===== config.mk =====
export PLATFORM = sky130hd
export DESIGN_NAME = port_controller_id_register_map
export DESIGN_NICKNAME = d
export VERILOG_FILES = /design/src/inc/port_map_pkg.sv /design/src/port_controller_id_register_map.sv /design/src/i2c_line_watch.sv
export SDC_FILE = /design/constraint.sdc
export NUM_CORES = 1
export LEC_CHECK = 0
export BUFFER_PORTS_ARGS = -buffer_cell sky130_fd_sc_hd__buf_2
export CORE_ASPECT_RATIO = 1.25
export CORE_MARGIN = 3
export CORE_UTILIZATION = 40
export DETAILED_ROUTE_END_ITERATION = 12
export PLACE_DENSITY_LB_ADDON = 0.3
export SYNTH_ARGS = -nofsm -noshare
export SYNTH_HDL_FRONTEND = slang
export SYNTH_HIERARCHICAL = 1
export SYNTH_SLANG_ARGS = --single-unit

===== constraint.sdc =====
create_clock -name ref_clk -period 2.4 [get_ports ref_clk]
set_input_delay 0.72 -clock ref_clk [delete_from_list [all_inputs] [get_ports ref_clk]]
set_output_delay 0.72 -clock ref_clk [all_outputs]
set_load 0.01 [all_outputs]

===== src/inc/port_map_pkg.sv =====
// register offsets, field layouts, reset values and carriers for the port controller register map
// assumes a single device clock and one asynchronous power-on reset
package port_map_pkg;

   // ----------------------------------------
   // identification and revision offsets
   // ----------------------------------------
   localparam logic [7:0] VENDOR_CODE_LOW = 8'h00;
   localparam logic [7:0] VENDOR_CODE_HIGH = 8'h01;
   localparam logic [7:0] PRODUCT_CODE_LOW = 8'h02;
   localparam logic [7:0] PRODUCT_CODE_HIGH = 8'h03;
   localparam logic [7:0] RELEASE_CODE_LOW = 8'h04;
   localparam logic [7:0] RELEASE_CODE_HIGH = 8'h05;
   localparam logic [7:0] CONNECTOR_SPEC_REV = 8'h06;
   localparam logic [7:0] DELIVERY_SPEC_VERSION = 8'h08;
   localparam logic [7:0] DELIVERY_SPEC_REVISION = 8'h09;
   localparam logic [7:0] INTERFACE_SPEC_VERSION = 8'h0a;
   localparam logic [7:0] INTERFACE_SPEC_REVISION = 8'h0b;

   // fixed packed-bcd revision values
   localparam logic [7:0] CONNECTOR_SPEC_REV_VAL = 8'h13;
   localparam logic [7:0] DELIVERY_SPEC_VERSION_VAL = 8'h12;
   localparam logic [7:0] DELIVERY_SPEC_REVISION_VAL = 8'h30;
   localparam logic [7:0] INTERFACE_SPEC_VERSION_VAL = 8'h11;
   localparam logic [7:0] INTERFACE_SPEC_REVISION_VAL = 8'h20;

   // ----------------------------------------
   // live status, capabilities and strobes
   // ----------------------------------------
   localparam logic [7:0] CONFIG_LINE_STATE = 8'h1d;
   localparam logic [7:0] POWER_STATE = 8'h1e;
   localparam logic [7:0] EXTENDED_STATE = 8'h20;
   localparam logic [7:0] COMMAND_ENTRY = 8'h23;
   localparam logic [7:0] CAPABILITY_FIRST = 8'h24;
   localparam logic [7:0] CAPABILITY_LAST = 8'h29;
   localparam logic [7:0] RECEIVE_MESSAGE_BUFFER = 8'h30;
   localparam logic [7:0] TRANSMIT_MESSAGE_BUFFER = 8'h51;
   localparam logic [7:0] BUS_VOLTAGE_LOW = 8'h70;
   localparam logic [7:0] BUS_VOLTAGE_HIGH = 8'h71;
   localparam int READING_SCALE_POS = 2;
   localparam int READING_TOP_POS = 0;

   // ----------------------------------------
   // write-one-to-clear event registers
   // ----------------------------------------
   localparam int W1C_COUNT = 4;
   localparam logic [7:0] W1C_OFFSET [W1C_COUNT] = '{8'h10, 8'h11, 8'h1f, 8'h21};
   localparam logic [7:0] W1C_LIVE [W1C_COUNT] = '{8'hff, 8'ha7, 8'hff, 8'h07};
   localparam logic [7:0] W1C_RESET = 8'h00;

   // ----------------------------------------
   // read-write registers, enables first
   // ----------------------------------------
   localparam int RW_COUNT = 21;
   localparam logic [7:0] RW_OFFSET [RW_COUNT] = '{
      8'h12, 8'h13, 8'h14, 8'h15, 8'h16, 8'h17, 8'h19, 8'h1a, 8'h1b, 8'h1c, 8'h2a,
      8'h2e, 8'h2f, 8'h50, 8'h74, 8'h75, 8'h76, 8'h77, 8'h78, 8'h79, 8'h83};
   localparam logic [7:0] RW_WMASK [RW_COUNT] = '{
      8'hff, 8'hb7, 8'hff, 8'hff, 8'h01, 8'h07, 8'hff, 8'h7f, 8'h1f, 8'hff, 8'h03,
      8'h1f, 8'h7f, 8'h37, 8'hff, 8'h03, 8'hff, 8'h03, 8'hff, 8'h03, 8'hff};
   localparam logic [7:0] RW_RESET [RW_COUNT] = '{
      8'hff, 8'hff, 8'h00, 8'h00, 8'h00, 8'h00, 8'h00, 8'h00, 8'h00, 8'h00, 8'h00,
      8'h00, 8'h00, 8'h00, 8'h00, 8'h00, 8'h00, 8'h00, 8'h00, 8'h00, 8'h00};
   localparam int SLOT_ENABLE_LOW = 0;
   localparam int SLOT_ENABLE_HIGH = 1;
   localparam int SLOT_PORT_CONTROL = 6;
   localparam int SLOT_ROLE_CONTROL = 7;
   localparam int SLOT_FAULT_CONTROL = 8;
   localparam int SLOT_POWER_CONTROL = 9;
   localparam int SLOT_CONVERTER_SETUP = 20;

   // ----------------------------------------
   // carriers
   // ----------------------------------------
   typedef struct packed {
      logic [2:0] slope_setting;
      logic [1:0] switching_frequency_select;
      logic sync_direction;
      logic [1:0] spread_select;
   } converter_setup_t;

   typedef struct packed {
      logic [7:0] port_controller_control;
      logic [7:0] termination_role_control;
      logic [7:0] fault_detect_control;
      logic [7:0] power_path_control;
      converter_setup_t converter_setup;
   } control_out_t;

   typedef struct packed {
      logic [7:0] config_line_state;
      logic [7:0] power_state;
      logic [7:0] extended_state;
      logic [1:0] reading_scale;
      logic [9:0] bus_voltage_reading;
   } status_in_t;

   typedef struct packed {
      logic cmd_valid;
      logic [7:0] cmd_data;
      logic txbuf_valid;
      logic [7:0] txbuf_data;
   } write_pulse_t;

endpackage


===== src/port_controller_id_register_map.sv =====
// register map of a type-c port controller, reached as an i2c target by byte address
// assumes one device clock, power-on reset, and an i2c controller on the far side
//
// Behaviour
// (RULE1) vendor code: two fixed bytes, low first
// (RULE2) product code low marks variant, high fixed
// (RULE3) release code: two fixed bytes, low first
// (RULE4) connector revision always reads 1.3 bcd
// (RULE5) delivery version always reads 1.2 bcd
// (RULE6) delivery revision always reads 3.0 bcd
// (RULE7) voltage high byte: scale above reading top
// (RULE8) converter setup packs slope, frequency, sync, spread
// (RULE9) interface version always reads 1.1 bcd
// (RULE10) interface revision always reads 2.0 bcd
// (RULE11) identification writes acknowledged, values unchanged
`timescale 1ns/1ps
`default_nettype none
module port_controller_id_register_map
   import port_map_pkg::*;
#(
   parameter logic [6:0] DEVICE_ADDRESS = 7'h22,
   // arbitrary identification values
   parameter logic [15:0] VENDOR_CODE = 16'h3c7e,
   parameter logic [7:0] PRODUCT_LOW_BUCK_BOOST = 8'h51,
   parameter logic [7:0] PRODUCT_LOW_BUCK_ONLY = 8'h52,
   parameter logic [7:0] PRODUCT_HIGH = 8'h5a,
   parameter logic [15:0] RELEASE_CODE = 16'h0a17,
   parameter logic [47:0] CAPABILITIES = 48'h1234_5678_9abc
) (
   // clock and reset
   input wire logic ref_clk,
   input wire logic rstn,
   // i2c pins, open drain
   input wire logic scl_i,
   input wire logic sda_i,
   output logic sda_o,
   output logic sda_oe,
   // variant strap pin
   input wire logic buck_boost_strap,
   // live state from the power stage
   input wire status_in_t status_in,
   input wire logic [W1C_COUNT*8-1:0] event_set,
   // controls and strobes to the power stage
   output control_out_t control_out,
   output write_pulse_t write_pulse,
   output logic alert_n
);

   // refuse a build where the two variants cannot be told apart
   if (PRODUCT_LOW_BUCK_BOOST == PRODUCT_LOW_BUCK_ONLY) begin : g_product_check
      $error("product codes of the two variants must differ");
   end

   typedef enum logic [3:0] {
      IDLE, ADDR, ADDR_ACK, REG, REG_ACK, WRITE, WRITE_ACK, READ, READ_ACK
   } bus_state_t;

   bus_state_t state_q;
   logic [7:0] shift_q;
   logic [3:0] bit_cnt_q;
   logic read_dir_q;
   logic [7:0] ptr_q;
   logic sda_oe_q;
   logic sda_out_q;
   logic [1:0] strap_sync_q;
   logic [1:0] strap_wait_q;
   logic strap_q;
   logic [7:0] rw_q [RW_COUNT];
   logic [7:0] w1c_q [W1C_COUNT];
   logic alert_n_q;
   write_pulse_t pulse_q;
   logic scl_rise;
   logic scl_fall;
   logic start_seen;
   logic stop_seen;
   logic sda_level;
   logic wr_fire;
   logic [7:0] rd_byte;

   // ----------------------------------------
   // pin conditioning
   // ----------------------------------------
   i2c_line_watch u_watch (
      .ref_clk(ref_clk),
      .rstn(rstn),
      .scl_i(scl_i),
      .sda_i(sda_i),
      .scl_rise(scl_rise),
      .scl_fall(scl_fall),
      .start_seen(start_seen),
      .stop_seen(stop_seen),
      .sda_level(sda_level)
   );

   // ----------------------------------------
   // variant strap, caught after reset release
   // ----------------------------------------
   always_ff @(posedge ref_clk or negedge rstn) begin
      if (!rstn) begin
         strap_sync_q <= 2'h0;
         strap_wait_q <= 2'h0;
         strap_q <= 1'b0;
      end else begin
         strap_sync_q <= {strap_sync_q[0], buck_boost_strap};
         if (strap_wait_q != 2'h3) begin
            strap_wait_q <= strap_wait_q + 2'h1;
            if (strap_wait_q == 2'h2) begin
               strap_q <= strap_sync_q[1];
            end
         end
      end
   end

   // ----------------------------------------
   // read decode
   // ----------------------------------------
   always_comb begin
      rd_byte = 8'h00;
      unique case (ptr_q)
         VENDOR_CODE_LOW: rd_byte = VENDOR_CODE[7:0]; // RULE1
         VENDOR_CODE_HIGH: rd_byte = VENDOR_CODE[15:8]; // RULE1
         PRODUCT_CODE_LOW: rd_byte = strap_q ? PRODUCT_LOW_BUCK_BOOST : PRODUCT_LOW_BUCK_ONLY; // RULE2
         PRODUCT_CODE_HIGH: rd_byte = PRODUCT_HIGH; // RULE2
         RELEASE_CODE_LOW: rd_byte = RELEASE_CODE[7:0]; // RULE3
         RELEASE_CODE_HIGH: rd_byte = RELEASE_CODE[15:8]; // RULE3
         CONNECTOR_SPEC_REV: rd_byte = CONNECTOR_SPEC_REV_VAL; // RULE4
         DELIVERY_SPEC_VERSION: rd_byte = DELIVERY_SPEC_VERSION_VAL; // RULE5
         DELIVERY_SPEC_REVISION: rd_byte = DELIVERY_SPEC_REVISION_VAL; // RULE6
         INTERFACE_SPEC_VERSION: rd_byte = INTERFACE_SPEC_VERSION_VAL; // RULE9
         INTERFACE_SPEC_REVISION: rd_byte = INTERFACE_SPEC_REVISION_VAL; // RULE10
         CONFIG_LINE_STATE: rd_byte = status_in.config_line_state;
         POWER_STATE: rd_byte = status_in.power_state;
         EXTENDED_STATE: rd_byte = status_in.extended_state & 8'h01;
         BUS_VOLTAGE_LOW: rd_byte = status_in.bus_voltage_reading[7:0]; // RULE7
         BUS_VOLTAGE_HIGH: begin
            rd_byte = 8'h00;
            rd_byte[READING_SCALE_POS +: 2] = status_in.reading_scale; // RULE7
            rd_byte[READING_TOP_POS +: 2] = status_in.bus_voltage_reading[9:8]; // RULE7
         end
         default: begin
            if (ptr_q >= CAPABILITY_FIRST && ptr_q <= CAPABILITY_LAST) begin
               rd_byte = CAPABILITIES[8*(ptr_q - CAPABILITY_FIRST) +: 8];
            end
            for (int i = 0; i < RW_COUNT; i++) begin
               if (ptr_q == RW_OFFSET[i]) begin
                  rd_byte = rw_q[i];
               end
            end
            for (int i = 0; i < W1C_COUNT; i++) begin
               if (ptr_q == W1C_OFFSET[i]) begin
                  rd_byte = w1c_q[i] & W1C_LIVE[i];
               end
            end
         end
      endcase
   end

   // ----------------------------------------
   // i2c target sequencing
   // ----------------------------------------
   assign wr_fire = (state_q == WRITE) && scl_fall && (bit_cnt_q == 4'h8);

   always_ff @(posedge ref_clk or negedge rstn) begin
      if (!rstn) begin
         state_q <= IDLE;
         shift_q <= 8'h00;
         bit_cnt_q <= 4'h0;
         read_dir_q <= 1'b0;
         ptr_q <= 8'h00;
         sda_oe_q <= 1'b0;
      end else if (start_seen) begin
         state_q <= ADDR;
         bit_cnt_q <= 4'h0;
         sda_oe_q <= 1'b0;
      end else if (stop_seen) begin
         state_q <= IDLE;
         sda_oe_q <= 1'b0;
      end else begin
         unique case (state_q)
            IDLE: begin
               sda_oe_q <= 1'b0;
            end
            ADDR, REG, WRITE: begin
               if (scl_rise) begin
                  shift_q <= {shift_q[6:0], sda_level};
                  bit_cnt_q <= bit_cnt_q + 4'h1;
               end else if (scl_fall && bit_cnt_q == 4'h8) begin
                  bit_cnt_q <= 4'h0;
                  sda_oe_q <= 1'b1;
                  if (state_q == ADDR) begin
                     if (shift_q[7:1] == DEVICE_ADDRESS) begin
                        read_dir_q <= shift_q[0];
                        state_q <= ADDR_ACK;
                     end else begin
                        sda_oe_q <= 1'b0;
                        state_q <= IDLE;
                     end
                  end else if (state_q == REG) begin
                     ptr_q <= shift_q;
                     state_q <= REG_ACK;
                  end else begin
                     // every byte is acknowledged, fixed registers included
                     ptr_q <= ptr_q + 8'h01; // RULE11
                     state_q <= WRITE_ACK;
                  end
               end
            end
            ADDR_ACK: begin
               if (scl_fall) begin
                  if (read_dir_q) begin
                     shift_q <= {rd_byte[6:0], 1'b0};
                     sda_oe_q <= !rd_byte[7];
                     bit_cnt_q <= 4'h1;
                     state_q <= READ;
                  end else begin
                     sda_oe_q <= 1'b0;
                     state_q <= REG;
                  end
               end
            end
            REG_ACK, WRITE_ACK: begin
               if (scl_fall) begin
                  sda_oe_q <= 1'b0;
                  state_q <= WRITE;
               end
            end
            READ: begin
               if (scl_fall) begin
                  if (bit_cnt_q == 4'h8) begin
                     sda_oe_q <= 1'b0;
                     state_q <= READ_ACK;
                  end else begin
                     sda_oe_q <= !shift_q[7];
                     shift_q <= {shift_q[6:0], 1'b0};
                     bit_cnt_q <= bit_cnt_q + 4'h1;
                  end
               end
            end
            READ_ACK: begin
               if (scl_rise) begin
                  ptr_q <= ptr_q + 8'h01;
                  if (sda_level) begin
                     state_q <= IDLE;
                  end
               end else if (scl_fall) begin
                  // pointer has already moved to the next byte
                  shift_q <= {rd_byte[6:0], 1'b0};
                  sda_oe_q <= !rd_byte[7];
                  bit_cnt_q <= 4'h1;
                  state_q <= READ;
               end
            end
         endcase
      end
   end

   // ----------------------------------------
   // read-write registers
   // ----------------------------------------
   always_ff @(posedge ref_clk or negedge rstn) begin
      if (!rstn) begin
         for (int i = 0; i < RW_COUNT; i++) begin
            rw_q[i] <= RW_RESET[i];
         end
      end else if (wr_fire) begin
         for (int i = 0; i < RW_COUNT; i++) begin
            if (ptr_q == RW_OFFSET[i]) begin
               rw_q[i] <= (rw_q[i] & ~RW_WMASK[i]) | (shift_q & RW_WMASK[i]); // RULE8
            end
         end
      end
   end

   // ----------------------------------------
   // event flags, set wins over clear
   // ----------------------------------------
   always_ff @(posedge ref_clk or negedge rstn) begin
      if (!rstn) begin
         for (int i = 0; i < W1C_COUNT; i++) begin
            w1c_q[i] <= W1C_RESET;
         end
      end else begin
         for (int i = 0; i < W1C_COUNT; i++) begin
            if (wr_fire && ptr_q == W1C_OFFSET[i]) begin
               w1c_q[i] <= ((w1c_q[i] & ~shift_q) | event_set[8*i +: 8]) & W1C_LIVE[i];
            end else begin
               w1c_q[i] <= (w1c_q[i] | event_set[8*i +: 8]) & W1C_LIVE[i];
            end
         end
      end
   end

   // ----------------------------------------
   // alert pin, low while an enabled flag stands
   // ----------------------------------------
   always_ff @(posedge ref_clk or negedge rstn) begin
      if (!rstn) begin
         alert_n_q <= 1'b1;
      end else begin
         alert_n_q <= !(|(w1c_q[0] & rw_q[SLOT_ENABLE_LOW]) || |(w1c_q[1] & rw_q[SLOT_ENABLE_HIGH]));
      end
   end

   // ----------------------------------------
   // write-only strobes
   // ----------------------------------------
   always_ff @(posedge ref_clk or negedge rstn) begin
      if (!rstn) begin
         pulse_q <= '0;
      end else begin
         pulse_q.cmd_valid <= wr_fire && (ptr_q == COMMAND_ENTRY);
         pulse_q.txbuf_valid <= wr_fire && (ptr_q == TRANSMIT_MESSAGE_BUFFER);
         if (wr_fire && ptr_q == COMMAND_ENTRY) begin
            pulse_q.cmd_data <= shift_q;
         end
         if (wr_fire && ptr_q == TRANSMIT_MESSAGE_BUFFER) begin
            pulse_q.txbuf_data <= shift_q;
         end
      end
   end

   // open drain: data is always low, enable carries the bit
   always_ff @(posedge ref_clk or negedge rstn) begin
      if (!rstn) begin
         sda_out_q <= 1'b0;
      end else begin
         sda_out_q <= 1'b0;
      end
   end

   // ----------------------------------------
   // outputs
   // ----------------------------------------
   assign sda_o = sda_out_q;
   assign sda_oe = sda_oe_q;
   assign alert_n = alert_n_q;
   assign write_pulse = pulse_q;
   assign control_out.port_controller_control = rw_q[SLOT_PORT_CONTROL];
   assign control_out.termination_role_control = rw_q[SLOT_ROLE_CONTROL];
   assign control_out.fault_detect_control = rw_q[SLOT_FAULT_CONTROL];
   assign control_out.power_path_control = rw_q[SLOT_POWER_CONTROL];
   assign control_out.converter_setup = converter_setup_t'(rw_q[SLOT_CONVERTER_SETUP]); // RULE8

endmodule
`default_nettype wire


===== src/i2c_line_watch.sv =====
// synchronises the serial clock and data pins and reports edges, start and stop
// assumes both pins arrive asynchronously to ref_clk
`timescale 1ns/1ps
`default_nettype none
module i2c_line_watch (
   // clock and reset
   input wire logic ref_clk,
   input wire logic rstn,
   // pins
   input wire logic scl_i,
   input wire logic sda_i,
   // events
   output logic scl_rise,
   output logic scl_fall,
   output logic start_seen,
   output logic stop_seen,
   output logic sda_level
);

   logic [1:0] scl_sync_q;
   logic [1:0] sda_sync_q;
   logic scl_prev_q;
   logic sda_prev_q;

   // ----------------------------------------
   // two-flop synchronisers, then history
   // ----------------------------------------
   always_ff @(posedge ref_clk or negedge rstn) begin
      if (!rstn) begin
         scl_sync_q <= 2'h3;
         sda_sync_q <= 2'h3;
         scl_prev_q <= 1'b1;
         sda_prev_q <= 1'b1;
      end else begin
         scl_sync_q <= {scl_sync_q[0], scl_i};
         sda_sync_q <= {sda_sync_q[0], sda_i};
         scl_prev_q <= scl_sync_q[1];
         sda_prev_q <= sda_sync_q[1];
      end
   end

   assign sda_level = sda_sync_q[1];
   assign scl_rise = scl_sync_q[1] && !scl_prev_q;
   assign scl_fall = !scl_sync_q[1] && scl_prev_q;
   // data moving while the clock is high frames a transfer
   assign start_seen = scl_sync_q[1] && scl_prev_q && sda_prev_q && !sda_sync_q[1];
   assign stop_seen = scl_sync_q[1] && scl_prev_q && !sda_prev_q && sda_sync_q[1];

endmodule
`default_nettype wire


==> results.yml, run 1 <==
yosys:
  synthArstFlopShare_pct: 100
  ys.flop_type: "dfrtp_1"
  synth_area_um2: 11100
  ys_warn_count: 6
  ys_ff_latch: 199
  postSynthCellCount: 1189
  synth_edf_count: 0
  yosysSeqAreaShare_pct: 45.0
  avgSynthCellArea_um2: 9.36
  synth_top_cell_area_share_pct: 40.0
  synth_cell_types: 78
  synth.area.top_cells: "dfrtp_1 (40%), mux2_2 (9.3%), nand2_1 (6.7%)"
  synth_top_area_cell: "dfrtp_1"
power_and_ir_drop:
  seq_power_share_pct: 35.9
  power.internal_mw: 6.41
  combPwrFrac_pct: 34.4
  p_total_mw: 10.3
  clkPwrFrac_pct: 29.6
  switchingPower_mw: 3.85
  power-per-cell-area_nw_per_um2: 691
  p_sw_share_pct: 37.5
  power.leakage_nw: 6.92
  ir_drop_mv: 0.599
clock_tree:
  htree_num_levels: 4
  tritoncts: "done"
  clock_path_buffers: 2
  cts_buffers: 17
  clk_latency_ns: 0.46
  cts_sinks: 199
  clkSlewWorstSetupHoldPaths_ns: 0.08
  root_buffer: "clkbuf_16"
place:
  dp_hpwl_mm: 31.1
  gp_congestion: 0.999
  placed_area_um2: 13500
  port_buffers: 113
timing:
  fin_crit_ns: 2.89
  fmax_ghz: 0.347
  final-setup-viol-count: 14
  max_slew_margin_pct: 51.5
  tns_ns: -3.57
  skew_ns: 0.0212
  period_share_pct: 120
  slew_violations: 0
  worst_pin_slew_ns: 0.728
  final.setup.worst_slack_ns: -0.486
  hold_violations: 0
  rsz0062_at_grt: "true"
die:
  row_count: 67
  initial_core_util_pct: 41.1
  io_pins: 134
  die-width_um: 155
  dieArea_um2: 29900
  core_um2: 27100
  die_y_um: 192
global_routing:
  grt.total_usage_pct: 27.9
  grt_max_degree: 81
  antenna_found_initial: 0
  grt_pass1_vias: 10600
  grt_pass1_wl_mm: 63.4
  gr-total-overflow: 0
drt:
  drc: 0
  wirelength_mm: 42.0
  routedWlPerCell_um: 22.9
  vias: 10600
  dr.first_iter.drc_count: 921
  antenna_left: 0
  via_per_inst: 5.81
  dr.pass1.iters: 6
setup_path:
  crit_required_ns: 2.73
  cp.arrival_ns: 3.22
  end_kind: "register"
  crit_type: "register to register"
  start_kind: "register"
  worstPathMaxFanout: 7
layout:
  multi_input_area_um2: 6040
  regArea_um2: 5010
  layout_common_cells: "buf_4 (236), nand2_1 (186), dfrtp_1 (173)"
  fin_area_um2: 14800
  insertedDiodeCount: 0
  drive_above_1_share_pct: 42.6
  nNetsFinal: 1561
  fill_cells: 2450
  synthToLayoutAreaGrowth_pct: 33.3
  final_common_cell: "buf_4"
flow_run:
  drv_cap: 0
worst_hold_path:
  worstHoldPathType: "input port to asynchronous set/reset pin"
run_status:
  status: "finished with violations"
  violations: "negative setup slack"
-- synthesized netlist by cell type (4+ instances only) --
master       n
o21ai_1      5
buf_2       10
nand2_1    199
and3_1       8
buf_4       46
nor3_1      43
o221ai_1     9
nand2b_1     6
a21o_1      27
or3_1        6
nor3b_1      5
buf_6        4
dfstp_2     21
and4_1       4
o211ai_1     7
ha_1        13
nor4b_1      4
a211oi_1     6
a221o_1      7
a221oi_1    12
o2111ai_1    4
o21a_1       4
nand4_1     11
o31ai_1      7
a21oi_1     54
nor2b_1     17
a211o_1      4
mux2i_1      4
a31oi_1      7
dfrtp_1    178
o21ai_0     88
nand3b_1     4
nor4_1      11
inv_1       19
o22ai_1     14
mux2_2      92
nor2_2       4
a22oi_1     13
a222oi_1     5
nand3_1     42
clkbuf_1    46
nor2_1      64
-- area by class of cell --
type / instances / area share, %
multi-input combinational: 868 / 40.7
sequential: 199 / 33.8
timing repair buffer: 370 / 17.9
tap: 345 / 2.91
clock buffer: 17 / 2.87
clock inverter: 15 / 1.26
inverter: 19 / 0.540
-- worst max-delay path, cell delays in order (launching register included) --
cell      delay (ns)
dfrtp_2         0.45
inv_2           0.14
ha_4            0.15
or4b_4          0.52
or2_4           0.30
o21ai_0         0.26
a21oi_1         0.08
a211oi_1        0.30
o41ai_2         0.16
buf_4           0.18
a21oi_2         0.14
o21ai_1         0.06
-- metrics by stage --
stage | setup slack [ns] | hold WS [ns] | instances | utilization, %
CTS | -0.500 | 0.147 | 1828 | 53.8
global placement | -0.890 | 0.344 | 1787 | 49.7
global route | -0.546 | 0.156 | 1833 | 54.8
floorplan | -0.158 | 0.331 | 1193 | -
finish | -0.486 | 0.145 | 1833 | 54.8
detailed placement | -0.848 | 0.338 | 1787 | 49.7
-- per-layer routing --
metal  routed length (um)  track usage, %
met1                17100            34.7
met2                20200            47.8
met3                 2680            4.67
met4                 1970            12.4
met5                    0               0
-- final timing paths --
path / from / to / slack [ns] / depth (start not counted)
worst max-delay path: ptr_q[0]$_DFFE_PN0P_ / shift_q[2]$_DFFE_PN0P_ / -0.49 / 11
min in group ref_clk: scl_i / u_watch/scl_sync_q[0]$_DFF_PN1_ / 0.35 / 1
max in group asynchronous: rstn / rw_q[64]$_DFFE_PN0P_ / 1.53 / 2
worst max register to register: ptr_q[0]$_DFFE_PN0P_ / shift_q[2]$_DFFE_PN0P_ / -0.49 / 11
worst min register to register: strap_sync_q[0]$_DFF_PN0_ / strap_sync_q[1]$_DFF_PN0_ / 0.36 / 0
worst min-delay path: rstn / w1c_q[21]$_DFF_PN0_ / 0.15 / 1
-- state kept, by name, summed over array words and instances, names as in the netlist, 2 cells and up --
signal,count
u_watch/scl_sync_q,2
shift_q,8
strap_sync_q,2
u_watch/sda_sync_q,2
bit_cnt_q,4
ptr_q,8
control_out,36
rw_q,83
w1c_q,24
state_q,4
write_pulse,18
strap_wait_q,2
-- cells by family after synthesis --
| family | share of synthesized area (%) |
|---|---|
| AO/OA/AOI/OAI | 17.3 |
| XOR/XNOR | 0.158 |
| adder cells (fa/ha/maj) | 1.46 |
| buffers and inverters | 6.19 |
| flip-flops | 45.0 |
| multiplexers | 9.67 |
| other | 0.0337 |
| AND/OR/NAND/NOR | 20.2 |
-- what timing repair did --
item	CTS	global route
hold buffers	0	0
pin swaps	22	24
setup endpoints to repair	44	103
resized for setup	95	54
buffers inserted	10	6
-- power by group through the flow --
stage	clock [mW]	combinational (mW)	sequential, mW
2_1_floorplan	0	1.60	3.67
3_3_place_gp	0	3.15	3.73
3_5_place_dp	0	3.17	3.73
4_1_cts	3.07	3.37	3.66
5_1_grt	3.21	3.75	3.70
6_report	3.04	3.53	3.68
(Power assumes the default switching activity.)
==> run 2, diff against run 1 <==
CORE_ASPECT_RATIO = 0.6   (was 1.25)
==> run 2 against run 1 <==
Effect of this change:
- the flow still finishes with violations (negative setup slack)
- clock power up 3%
- sequential share of layout area shrank 0.83 points
- wire length grew 2.8%
- global-route usage is 0.18 points higher
- worst setup slack worse by 0.00061 ns
- clock skew decreased by 0.010 ns
- final area is 2.6% higher
- first-iteration DRC count rose by 71%
- critical path type unchanged
- highest routed layer is now met5
==> results.yml, run 2 (synthesized netlist as in run 1, its figures left out) <==
setup_path:
  critPathSlowestCell: "o41a_1"
  crit_type: "register to register"
  worstPathMaxFanout: 8
  cp_slowest_stage_delay_ns: 0.48
  end_kind: "register"
  crit_required_ns: 2.80
  crit_buf_inv: 3
  cp.arrival_ns: 3.28
  cpMostUsedCell: "buf_4"
  start_kind: "register"
  crit_family: "compound AO/OA/AOI/OAI gates"
  crit_path_cell_trace: "buf_4 > ha_1 > buf_6 > o21ai_4 > nand3_2 > or2_4 > o41a_1 > o41ai_2 > buf_4 > a21oi_2 > o21ai_1"
drt:
  routedWlPerCell_um: 23.0
  wirelength_mm: 43.2
  dr.pass1.iters: 6
  dr.first_iter.drc_count: 1575
  antenna_left: 0
  drc: 0
  via_per_inst: 5.87
  vias: 11000
layout:
  drive_above_1_share_pct: 44.2
  multi_input_area_um2: 6080
  layout_common_cells: "buf_4 (247), nand2_1 (188), dfrtp_1 (171)"
  synthToLayoutAreaGrowth_pct: 36.7
  nNetsFinal: 1587
  insertedDiodeCount: 0
  finalCoreUtilization_pct: 56.6
  regArea_um2: 5010
  fill_cells: 2362
  largest_reg_flops: 83
  largest_register: "rw_q"
  final_common_cell: "buf_4"
timing:
  final.setup.worst_slack_ns: -0.486
  hold_violations: 0
  slew_violations: 0
  fin_hold_ws_ns: 0.196
  fin_crit_ns: 2.89
  rsz0062_at_grt: "true"
  period_share_pct: 120
  fmax_ghz: 0.346
  max_slew_margin_pct: 59.3
  skew_ns: 0.0111
  worst_pin_slew_ns: 0.610
  final-setup-viol-count: 8
clock_tree:
  root_buffer: "clkbuf_16"
  clock_path_buffers: 2
  tritoncts: "done"
  cts-hold-fix-buffers: 0
  cts_sinks: 199
  cts_buffers: 17
  clkSlewWorstSetupHoldPaths_ns: 0.08
  htree_num_levels: 4
  clk_latency_ns: 0.47
global_routing:
  grt_pass1_vias: 10200
  antenna_found_initial: 2
  grt_max_degree: 42
  grt.total_usage_pct: 28.1
  gr-total-overflow: 0
  grt_pass1_wl_mm: 63.2
place:
  dp_hpwl_mm: 31.5
  gp_congestion: 0.973
  place_ws_ns: -0.735
  port_buffers: 113
power_and_ir_drop:
  seq_power_share_pct: 35.8
  power.leakage_nw: 7.13
  combPwrFrac_pct: 34.0
  switchingPower_mw: 3.90
  ir_drop_mv: 0.383
  p_sw_share_pct: 37.6
  p_total_mw: 10.4
  power-per-cell-area_nw_per_um2: 681
  power.internal_mw: 6.46
  clkPwrFrac_pct: 30.3
flow_run:
  drv_cap: 0
die:
  dieArea_um2: 29900
  initial_core_util_pct: 41.4
  row_count: 46
  core_um2: 26900
  die_y_um: 135
  io_pins: 134
  die-width_um: 221
worst_hold_path:
  worstHoldPathType: "input port to asynchronous set/reset pin"
run_status:
  status: "finished with violations"
  violations: "negative setup slack"
[run 2: repair_timing]
item	CTS	global route
gates cloned	0	3
setup endpoints to repair	59	129
setup buffers	11	36
hold endpoints to repair	0	0
gates resized for setup	85	93
pin swaps	17	47
[run 2: cell type report]
type,instances,area share [%]
flip-flops and latches,199,33.0
clock inverters,14,1.36
clock buffers,18,2.89
multi-input cells,868,40.0
well taps,360,2.96
repair buffers,396,19.3
inverters,19,0.526
[run 2: worst register-to-register path, cell delays in order, from the launching register on]
cell and delay, ns:
dfrtp_1 0.43, buf_4 0.19, ha_1 0.24, buf_6 0.17
o21ai_4 0.16, nand3_2 0.11, or2_4 0.28, o41a_1 0.48
o41ai_2 0.36, buf_4 0.22, a21oi_2 0.07, o21ai_1 0.11
[run 2: per-layer routing]
layer  vias to the layer above  wire [um]  GRT usage [%]
li1                       4909          -              -
met1                      5424      20100           43.7
met2                       625      17200           38.0
met3                        45       5360           9.22
met4                         2        481           4.75
met5                         -         82              0
[run 2: path summary, 6_finish.rpt]
kind	from	endpoint	slack, ns	depth (start not counted)
worst max-delay path	ptr_q[2]$_DFFE_PN0P_	shift_q[2]$_DFFE_PN0P_	-0.49	11
worst min-delay path	rstn	control_out[32]$_DFFE_PN0P_	0.20	1
worst max register to register	ptr_q[2]$_DFFE_PN0P_	shift_q[2]$_DFFE_PN0P_	-0.49	11
worst min register to register	strap_sync_q[0]$_DFF_PN0_	strap_sync_q[1]$_DFF_PN0_	0.36	0
max in group asynchronous	rstn	alert_n$_DFF_PN1_	1.53	2
min in group ref_clk	scl_i	u_watch/scl_sync_q[0]$_DFF_PN1_	0.34	1
[run 2: metrics by stage]
step / instance area, um2 / cells / setup TNS [ns]
floorplan: 11200 / 1193 / -0.632
global placement: 13500 / 1796 / -5.02
detailed placement: 13500 / 1796 / -6.73
CTS: 14500 / 1838 / -2.70
global route: 15200 / 1874 / -4.10
finish: 15200 / 1874 / -3.45
[run 2: power groups by stage]
stage	Combinational, mW	Sequential, mW	Clock (mW)
floorplan	1.60	3.67	0
global placement	3.02	3.74	0
detailed placement	3.04	3.74	0
CTS	3.20	3.69	3.18
global route	3.75	3.72	3.33
finish	3.52	3.70	3.14
